==> config.mk <==
export PLATFORM = sky130hd
export DESIGN_NAME = lcis_line_clock_irq
export DESIGN_NICKNAME = d
export VERILOG_FILES = /design/src/common/lcis_pkg.sv /design/src/rtl/lcis_line_clock_irq.sv /design/src/rtl/lcis_sync_edge.sv /design/src/rtl/lcis_grant_delay.sv
export VERILOG_INCLUDE_DIRS = /design/src /design/src/common
export SDC_FILE = /design/constraint.sdc
export NUM_CORES = 1
export LEC_CHECK = 0
export BUFFER_PORTS_ARGS = -buffer_cell sky130_fd_sc_hd__buf_2
export CORE_MARGIN = 1.5
export CORE_UTILIZATION = 41
export CTS_CLUSTER_DIAMETER = 100
export CTS_CLUSTER_SIZE = 30
export DETAILED_ROUTE_END_ITERATION = 8
export GPL_TIMING_DRIVEN = 0
export PLACE_DENSITY = 0.88
export SLEW_MARGIN = 20
export SYNTH_ARGS = -nofsm -noshare
export SYNTH_HDL_FRONTEND = slang
export SYNTH_SLANG_ARGS = --single-unit
==> constraint.sdc <==
create_clock -name aclk -period 2.03 [get_ports aclk]
set_input_delay 0.1015 -clock aclk [delete_from_list [all_inputs] [get_ports aclk]]
set_output_delay 0.1015 -clock aclk [all_outputs]
set_load 0.02 [all_outputs]
==> src/common/lcis_map.svh <==
// Address map, field positions, reset values and timing counts of the line clock block.
// Included by the design files; holds definitions only.
`ifndef LCIS_MAP_SVH
`define LCIS_MAP_SVH

// Register byte offsets on the AXI4-Lite slave
`define LCIS_OFF_TICK_CSR    8'h00
`define LCIS_OFF_IRQ_STAT    8'h04
`define LCIS_OFF_IRQ_MASK    8'h08
`define LCIS_OFF_SEQ_STAT    8'h0C

// Field positions
`define LCIS_BIT_CLK_FLAG    7
`define LCIS_BIT_IRQ_EN      6
`define LCIS_BIT_VECTOR      6
`define LCIS_EV_TICK         0
`define LCIS_EV_DONE         1
`define LCIS_EV_W            2

// Reset values
`define LCIS_RST_CLK_FLAG    1'b1
`define LCIS_RST_IRQ_EN      1'b0
`define LCIS_RST_EV          2'b00

// Bus responses
`define LCIS_RESP_OKAY       2'b00
`define LCIS_RESP_SLVERR     2'b10

// Timing: grant hold-back time and its cycle count at 40 MHz
`define LCIS_CLK_PERIOD_NS   25
`define LCIS_GRANT_DLY_NS    100
`define LCIS_GRANT_DLY_CYC   ((`LCIS_GRANT_DLY_NS + `LCIS_CLK_PERIOD_NS - 1) / `LCIS_CLK_PERIOD_NS)

`endif

==> src/common/lcis_pkg.sv <==
// Types shared by the line clock interrupt sequencer files.
// Pure declarations; no logic.
package lcis_pkg;

   // System bus lines seen by the block
   typedef struct packed {
      logic bg6;
      logic bbsy;
      logic ssyn;
   } lcis_bus_in_s;

   // System bus lines driven by the block
   typedef struct packed {
      logic br6;
      logic sack;
      logic bbsy_o;
      logic bbsy_oe;
      logic intr;
      logic d06_o;
      logic d06_oe;
      logic grant_chain_out;
   } lcis_bus_out_s;

   // Sequencer phase as formed by the two flags
   typedef enum logic [1:0] {
      SEQ_IDLE,
      SEQ_SELECT,
      SEQ_VECTOR
   } lcis_seq_e;

endpackage

==> src/rtl/lcis_line_clock_irq.sv <==
// Line clock interrupt source with its bus interrupt sequencer and an AXI4-Lite slave.
// Assumes bus lines synchronous to aclk; raw_line_tick is asynchronous.
//
// Overview of operation
// - Tick sets clock flag; flag and enable request.
// - Word write clears flag, loads enable bit.
// - Read returns clock flag and enable bits.
// - Vector phase drives data bit six.
// - Initialize sets flag, clears enable.
// - Request line only from idle sequencer.
// - Own grant sets first flag, raises SACK.
// - Delayed grant, blocked downstream by SACK.
// - Second flag on grant, busy, SSYN gone.
// - Both flags: busy, INTR, vector phase.
// - Acknowledge clears both flags, clock flag.
// - No request holds both flags clear.
// - Foreign grant passes on after delay.
//
// Our own choices: the AXI4-Lite register port and the placing of the registers.
`timescale 1ns/1ps
`include "lcis_map.svh"
module lcis_line_clock_irq #(
   parameter int GRANT_DLY = `LCIS_GRANT_DLY_CYC
) (
   // Clock and reset (reset is bus initialize)
   input  wire logic                  aclk,
   input  wire logic                  aresetn,
   // Line tick from the supply
   input  wire logic                  raw_line_tick,
   // System bus lines
   input  wire lcis_pkg::lcis_bus_in_s bus_in,
   output lcis_pkg::lcis_bus_out_s    bus_out,
   // AXI4-Lite write address
   input  wire logic [7:0]            s_axi_awaddr,
   input  wire logic [2:0]            s_axi_awprot,
   input  wire logic                  s_axi_awvalid,
   output logic                       s_axi_awready,
   // AXI4-Lite write data and response
   input  wire logic [31:0]           s_axi_wdata,
   input  wire logic [3:0]            s_axi_wstrb,
   input  wire logic                  s_axi_wvalid,
   output logic                       s_axi_wready,
   output logic [1:0]                 s_axi_bresp,
   output logic                       s_axi_bvalid,
   input  wire logic                  s_axi_bready,
   // AXI4-Lite read
   input  wire logic [7:0]            s_axi_araddr,
   input  wire logic [2:0]            s_axi_arprot,
   input  wire logic                  s_axi_arvalid,
   output logic                       s_axi_arready,
   output logic [31:0]                s_axi_rdata,
   output logic [1:0]                 s_axi_rresp,
   output logic                       s_axi_rvalid,
   input  wire logic                  s_axi_rready,
   // Interrupt to the local processor
   output logic                       irq
);
   import lcis_pkg::*;

   // Line tick and grant timing
   logic shaped_line_tick;
   logic grant_pass_in;
   logic bg6_dly;

   lcis_sync_edge u_tick_sync (
      .aclk       (aclk),
      .aresetn    (aresetn),
      .din        (raw_line_tick),
      .rise_pulse (shaped_line_tick)
   );

   lcis_grant_delay #(
      .DLY (GRANT_DLY)
   ) u_grant_dly (
      .aclk    (aclk),
      .aresetn (aresetn),
      .din     (grant_pass_in),
      .dout    (bg6_dly)
   );

   // Clock flag, enable and sequencer flags
   logic      clk_flag_q;
   logic      clk_flag_d;
   logic      irq_en_q;
   logic      irq_en_d;
   logic      seq_flag_first_q;
   logic      seq_flag_first_d;
   logic      seq_flag_second_q;
   logic      seq_flag_second_d;
   logic      tick_irq_request;
   logic      irq_vector_phase;
   logic      irq_done_ack;
   logic      tick_reg_write;
   logic      sack_phase;
   logic      first_set;
   logic      second_set;
   lcis_seq_e seq_phase;

   // AXI slave state
   logic [7:0]            aw_addr_q;
   logic                  aw_held_q;
   logic [31:0]           w_data_q;
   logic [3:0]            w_strb_q;
   logic                  w_held_q;
   logic                  bvalid_q;
   logic [1:0]            bresp_q;
   logic                  rvalid_q;
   logic [31:0]           rdata_q;
   logic [1:0]            rresp_q;
   logic [`LCIS_EV_W-1:0] ev_stat_q;
   logic [`LCIS_EV_W-1:0] ev_stat_d;
   logic [`LCIS_EV_W-1:0] ev_mask_q;
   logic [`LCIS_EV_W-1:0] ev_set;

   // Decode
   logic        aw_hs;
   logic        w_hs;
   logic        ar_hs;
   logic        wr_go;
   logic        wr_hit_csr;
   logic        wr_hit_mask;
   logic        wr_hit_any;
   logic        rd_hit_csr;
   logic        rd_hit_stat;
   logic        rd_hit_mask;
   logic        rd_hit_seq;
   logic        rd_hit_any;
   logic        stat_read_clr;
   logic [31:0] rd_mux;

   assign aw_hs = s_axi_awvalid & s_axi_awready;
   assign w_hs  = s_axi_wvalid & s_axi_wready;
   assign ar_hs = s_axi_arvalid & s_axi_arready;
   assign wr_go = aw_held_q & w_held_q & ~bvalid_q;

   assign wr_hit_csr  = aw_addr_q[7:2] == 6'(`LCIS_OFF_TICK_CSR >> 2);
   assign wr_hit_mask = aw_addr_q[7:2] == 6'(`LCIS_OFF_IRQ_MASK >> 2);
   assign wr_hit_any  = wr_hit_csr | wr_hit_mask
                      | (aw_addr_q[7:2] == 6'(`LCIS_OFF_IRQ_STAT >> 2))
                      | (aw_addr_q[7:2] == 6'(`LCIS_OFF_SEQ_STAT >> 2));
   assign rd_hit_csr  = s_axi_araddr[7:2] == 6'(`LCIS_OFF_TICK_CSR >> 2);
   assign rd_hit_stat = s_axi_araddr[7:2] == 6'(`LCIS_OFF_IRQ_STAT >> 2);
   assign rd_hit_mask = s_axi_araddr[7:2] == 6'(`LCIS_OFF_IRQ_MASK >> 2);
   assign rd_hit_seq  = s_axi_araddr[7:2] == 6'(`LCIS_OFF_SEQ_STAT >> 2);
   assign rd_hit_any  = rd_hit_csr | rd_hit_stat | rd_hit_mask | rd_hit_seq;

   // Upper byte alone stands for an odd-address byte write and is ignored
   assign tick_reg_write = wr_go & wr_hit_csr & w_strb_q[0];
   assign stat_read_clr  = ar_hs & rd_hit_stat;

   assign rd_mux = rd_hit_csr  ? {24'h00_0000, clk_flag_q, irq_en_q, 6'h00}
                 : rd_hit_stat ? {30'h0000_0000, ev_stat_q}
                 : rd_hit_mask ? {30'h0000_0000, ev_mask_q}
                 : rd_hit_seq  ? {28'h000_0000, tick_irq_request, seq_phase == SEQ_VECTOR,
                                  seq_flag_second_q, seq_flag_first_q}
                 : 32'h0000_0000;

   // Request and sequencer conditions
   assign tick_irq_request = clk_flag_q & irq_en_q;
   assign sack_phase       = seq_flag_first_q & ~seq_flag_second_q;
   assign irq_vector_phase = seq_flag_first_q & seq_flag_second_q;
   assign irq_done_ack     = bus_in.ssyn & irq_vector_phase;
   assign first_set        = bus_in.bg6 & bus_out.br6;
   // Second flag waits for the adapter to let go of grant and busy
   assign second_set       = sack_phase & ~bus_in.bg6 & ~bus_in.bbsy
                           & ~bus_in.ssyn;

   always_comb begin
      unique case ({seq_flag_second_q, seq_flag_first_q})
         2'b01:   seq_phase = SEQ_SELECT;
         2'b11:   seq_phase = SEQ_VECTOR;
         default: seq_phase = SEQ_IDLE;
      endcase
   end

   // A tick in the clearing cycle still sets the flag
   assign clk_flag_d = shaped_line_tick ? 1'b1
                     : (tick_reg_write | irq_done_ack) ? 1'b0
                     : clk_flag_q;
   assign irq_en_d   = tick_reg_write ? w_data_q[`LCIS_BIT_IRQ_EN] : irq_en_q;

   assign seq_flag_first_d  = (~tick_irq_request | irq_done_ack) ? 1'b0
                            : (seq_flag_first_q | first_set);
   assign seq_flag_second_d = (~tick_irq_request | irq_done_ack) ? 1'b0
                            : (seq_flag_second_q | second_set);

   always_ff @(posedge aclk) begin
      if (!aresetn) begin
         clk_flag_q        <= `LCIS_RST_CLK_FLAG;
         irq_en_q          <= `LCIS_RST_IRQ_EN;
         seq_flag_first_q  <= 1'b0;
         seq_flag_second_q <= 1'b0;
      end else begin
         clk_flag_q        <= clk_flag_d;
         irq_en_q          <= irq_en_d;
         seq_flag_first_q  <= seq_flag_first_d;
         seq_flag_second_q <= seq_flag_second_d;
      end
   end

   // Bus outputs
   assign bus_out.br6     = tick_irq_request & ~seq_flag_first_q & ~seq_flag_second_q;
   assign bus_out.sack    = sack_phase;
   assign bus_out.bbsy_o  = 1'b1;
   assign bus_out.bbsy_oe = irq_vector_phase;
   assign bus_out.intr    = irq_vector_phase;
   assign bus_out.d06_o   = 1'b1;
   assign bus_out.d06_oe  = irq_vector_phase;
   // Own grant never enters the delay line: it would outlive a short SACK phase
   assign grant_pass_in = bus_in.bg6 & ~bus_out.br6 & ~seq_flag_first_q;
   // Own request or SACK stops the grant; the delay lets SACK win the race
   assign bus_out.grant_chain_out = bg6_dly & ~bus_out.br6 & ~seq_flag_first_q
                                  & ~bus_out.sack;

   // Event status, read clears, set wins
   assign ev_set = {irq_done_ack, shaped_line_tick};
   assign ev_stat_d = (stat_read_clr ? `LCIS_RST_EV : ev_stat_q) | ev_set;
   assign irq = |(ev_stat_q & ev_mask_q);

   always_ff @(posedge aclk) begin
      if (!aresetn) begin
         ev_stat_q <= `LCIS_RST_EV;
         ev_mask_q <= `LCIS_RST_EV;
      end else begin
         ev_stat_q <= ev_stat_d;
         if (wr_go & wr_hit_mask & w_strb_q[0]) begin
            ev_mask_q <= w_data_q[`LCIS_EV_W-1:0];
         end
      end
   end

   // AXI write channel
   assign s_axi_awready = ~aw_held_q & ~bvalid_q;
   assign s_axi_wready  = ~w_held_q & ~bvalid_q;
   assign s_axi_bvalid  = bvalid_q;
   assign s_axi_bresp   = bresp_q;

   always_ff @(posedge aclk) begin
      if (!aresetn) begin
         aw_held_q <= 1'b0;
         w_held_q  <= 1'b0;
         bvalid_q  <= 1'b0;
         bresp_q   <= `LCIS_RESP_OKAY;
         aw_addr_q <= 8'h00;
         w_data_q  <= 32'h0000_0000;
         w_strb_q  <= 4'h0;
      end else begin
         if (aw_hs) begin
            aw_held_q <= 1'b1;
            aw_addr_q <= s_axi_awaddr;
         end
         if (w_hs) begin
            w_held_q <= 1'b1;
            w_data_q <= s_axi_wdata;
            w_strb_q <= s_axi_wstrb;
         end
         if (wr_go) begin
            aw_held_q <= 1'b0;
            w_held_q  <= 1'b0;
            bvalid_q  <= 1'b1;
            bresp_q   <= wr_hit_any ? `LCIS_RESP_OKAY : `LCIS_RESP_SLVERR;
         end else if (bvalid_q & s_axi_bready) begin
            bvalid_q <= 1'b0;
         end
      end
   end

   // AXI read channel
   assign s_axi_arready = ~rvalid_q;
   assign s_axi_rvalid  = rvalid_q;
   assign s_axi_rdata   = rdata_q;
   assign s_axi_rresp   = rresp_q;

   always_ff @(posedge aclk) begin
      if (!aresetn) begin
         rvalid_q <= 1'b0;
         rdata_q  <= 32'h0000_0000;
         rresp_q  <= `LCIS_RESP_OKAY;
      end else if (ar_hs) begin
         rvalid_q <= 1'b1;
         rdata_q  <= rd_mux;
         rresp_q  <= rd_hit_any ? `LCIS_RESP_OKAY : `LCIS_RESP_SLVERR;
      end else if (rvalid_q & s_axi_rready) begin
         rvalid_q <= 1'b0;
      end
   end
endmodule // lcis_line_clock_irq

==> src/rtl/lcis_sync_edge.sv <==
// Two-stage synchroniser with rising edge detect, one-cycle pulse out.
// Assumes an asynchronous slow level on din.
`timescale 1ns/1ps
module lcis_sync_edge (
   // Clock and reset
   input  wire logic aclk,
   input  wire logic aresetn,
   // Level in, pulse out
   input  wire logic din,
   output logic      rise_pulse
);
   logic meta_q;
   logic sync_q;
   logic last_q;

   always_ff @(posedge aclk) begin
      if (!aresetn) begin
         meta_q <= 1'b0;
         sync_q <= 1'b0;
         last_q <= 1'b0;
      end else begin
         meta_q <= din;
         sync_q <= meta_q;
         last_q <= sync_q;
      end
   end

   assign rise_pulse = sync_q & ~last_q;
endmodule // lcis_sync_edge

==> src/rtl/lcis_grant_delay.sv <==
// Fixed delay line for the incoming bus grant.
// Assumes the grant is synchronous to aclk; DLY must be at least one.
`timescale 1ns/1ps
module lcis_grant_delay #(
   parameter int DLY = 4
) (
   // Clock and reset
   input  wire logic aclk,
   input  wire logic aresetn,
   // Grant in, delayed grant out
   input  wire logic din,
   output logic      dout
);
   logic [DLY-1:0] pipe_q;

   always_ff @(posedge aclk) begin
      if (!aresetn) begin
         pipe_q <= '0;
      end else if (DLY == 1) begin
         pipe_q <= DLY'(din);
      end else begin
         pipe_q <= {pipe_q[DLY-2:0], din};
      end
   end

   assign dout = pipe_q[DLY-1];
endmodule // lcis_grant_delay

==> flow_metrics.env <==
export IMPL_status="complete, no violations"
export IMPL_antenna_found_initial=0
export IMPL_drt_iter0_markers=57
export IMPL_critical_path_arrival_ns=1.76
export IMPL_ff2ff_path_depth=3
export IMPL_clockBufferDepth=2
export IMPL_synth_most_common_cell="dfxtp_1"
export IMPL_fin_cells=327
export IMPL_power_mw=1.51
export IMPL_synthesis_area_sq_um=1730
export IMPL_layout_nets=345
export IMPL_yosysSeqAreaShare_pct=42.8
export IMPL_track_usage_pct=15.8
export IMPL_fillerInstances=377
export IMPL_path_clk_slew_ns=0.07
export IMPL_switching_share_pct=26.6
export IMPL_synth_top_area_cell="dfxtp_1"
export IMPL_start_kind="flip-flop"
export IMPL_die_w_microns=67.9
export IMPL_synth_warnings=0
export IMPL_holdPathStages=2
export IMPL_p_leak_nw=1.07
export IMPL_tightest_slew_ns=0.905
export IMPL_cts_tree="built"
export IMPL_placed_cells=319
export IMPL_gp_congestion=0.775
export IMPL_maxClockFrequency_ghz=0.627
export IMPL_drive_above_1_share_pct=31.4
export IMPL_first_pass_iters=4
export IMPL_dominantRegCellSynth="dfxtp_1"
export IMPL_ys_types=33
export IMPL_grt_pass1_wl_mm=5.32
export IMPL_ios=119
export IMPL_fin_tns_setup_ns=0
export IMPL_synthArstFlopShare_pct=0
export IMPL_finalCriticalPeriod_ns=1.60
export IMPL_rsz0062_at_grt="no"
export IMPL_initial_core_util_pct=42.9
export IMPL_slew_violations=0
export IMPL_p_sw_uw=401
export IMPL_finalSetupViolCount=0
export IMPL_syn_instance_count=197
export IMPL_final_hold_violation_count=0
export IMPL_chipHeight_microns=67.9
export IMPL_synth_edff_count=0
export IMPL_num_antenna_cells=0
export IMPL_combinationalPowerShare_pct=16.8
export IMPL_p_seq_share_pct=51.4
export IMPL_portBuffers=44
export IMPL_avgViaCountPerCell=4.46
export IMPL_ir_drop_mv=0.513
export IMPL_end_kind="flip-flop"
export IMPL_worstSkewPairLatency_ns=0.29
export IMPL_intPower_mw=1.11
export IMPL_cts_setup_buffers=0
export IMPL_fin_worst_skew_ns=0.00665
export IMPL_design_die_area_sq_um=4620
export IMPL_grt_pass1_vias=1242
export IMPL_critical_path_required_ns=2.19
export IMPL_cap_viol_max_count=0
export IMPL_htree_levels=2
export IMPL_hold_class="input port to flip-flop"
export IMPL_crit_fanout=8
export IMPL_hold_ws_ns=0.0204
export IMPL_avgRoutedWirePerCell_microns=10.4
export IMPL_cts_repair_resized=0
export IMPL_syn_area_per_cell_sq_um=8.78
export IMPL_drc_errors=0
export IMPL_num_rows=23
export IMPL_ant_nets=0
export IMPL_cts_sinks=37
export IMPL_cts_root_buf="clkbuf_8"
export IMPL_cts_made_buffers=5
export IMPL_synthTopCellsByCount="dfxtp_1, buf_4, nor2_1"
export IMPL_core_sq_um=4030
export IMPL_post_dp_hpwl_mm=2.68
export IMPL_maxSlewHeadroom_pct=39.5
export IMPL_fin_ws_ns=0.435
export IMPL_synth_ff_latch_count=37
export IMPL_num_vias=1459
export IMPL_hold_buffers=0
export IMPL_crit_type="flip-flop to flip-flop"
export IMPL_grt_max_degree=11
export IMPL_final_period_utilization_pct=78.6
export IMPL_gr_total_overflow=0
export IMPL_area_growth_pct=27.1
export IMPL_synthTopCellsByArea="dfxtp_1, buf_4, mux2i_1, nor2_1, nand2_1"
export IMPL_cellPowerDensity_nw_per_um2=686
export IMPL_yosysTopAreaCellShare_pct=42.8
export IMPL_dp_slack_ns=0.381
export IMPL_drt_total_wl_mm=3.39
export IMPL_pwr_share_clk_pct=31.8
==> layer usage <==
metal  share of wire [%]  global-route usage (%)
met2                  48                    26.0
met3                 7.0                    4.77
met4                 2.6                    11.5
met5                   0                       0
met1                  42                    17.2
==> power groups by stage <==
stage / clock, mW / combinational, mW / sequential (mW)
finish: 0.479 / 0.253 / 0.776
global route: 0.522 / 0.280 / 0.779
CTS: 0.495 / 0.252 / 0.776
detailed placement: 0 / 0.252 / 0.792
global placement: 0 / 0.247 / 0.790
floorplan: 0 / 0.190 / 0.794
==> worst max-delay path: stages (launching register included) <==
cell and delay, ns:
dfxtp_1 0.36, nor3b_1 0.77, mux2i_1 0.28, nor2_1 0.06
==> state kept, by name, summed over array words and instances, names as in the netlist <==
register	cells
w_strb_q	1
w_data_q	3
u_tick_sync.last_q	1
irq_en_q	1
seq_flag_first_q	1
clk_flag_q	1
u_grant_dly.pipe_q	4
seq_flag_second_q	1
ev_mask_q	2
u_tick_sync.meta_q	1
s_axi_bvalid	1
s_axi_rdata	6
u_tick_sync.sync_q	1
s_axi_rvalid	1
w_held_q	1
ev_stat_q	2
s_axi_rresp	1
aw_held_q	1
aw_addr_q	6
s_axi_bresp	1
==> through the flow <==
| stage | util (%) | area [sq um] |
|---|---|---|
| floorplan | - | 1830 |
| global placement | 52.5 | 2120 |
| global route | 54.5 | 2200 |
| detailed placement | 52.5 | 2120 |
| finish | 54.5 | 2200 |
| CTS | 54.5 | 2200 |
==> final cells by class <==
cell class                 count  area [sq um]  area share [%]
clock buffer                   8          80.1            3.64
timing repair buffer          44           220            10.0
tap                           50          62.6            2.85
inverter                       5          18.8           0.854
sequential                    37           741            33.7
buffer                        42           285            13.0
multi-input combinational    141           790            35.9
==> worst paths after layout <==
path	from	to	slack, ns
max reg2reg	s_axi_bvalid	w_strb_q[0]	0.43
min reg2reg	u_grant_dly.pipe_q[1]	u_grant_dly.pipe_q[2]	0.43
max	s_axi_bvalid	w_strb_q[0]	0.43
min	raw_line_tick	u_tick_sync.meta_q	0.02
==> cell usage in the layout, fill, tap and decap left out, types with 2 or more instances in the layout <==
cell type	instances
a211oi_1	2
a21oi_1	5
a22oi_1	2
and2_1	7
and3_1	2
and3b_1	3
buf_2	44
buf_4	34
clkbuf_1	11
clkbuf_8	5
conb_1	30
dfxtp_1	37
inv_1	4
mux2i_1	15
nand2_1	15
nand2b_1	3
nand3_1	7
nor2_1	24
nor2b_1	2
nor3_1	2
nor3b_1	2
o21ai_0	6
or3_1	2
or4_4	2
==> logic make-up after synthesis <==
logic type             share of synthesized area (%)
AOI/OAI and AO/OA                               8.68
buffers and inverters                           17.6
other                                          0.434
DFF                                             42.8
muxes                                           8.68
and+or+nand+nor                                 21.8
Note: power is estimated with default switching activity, not from simulation.
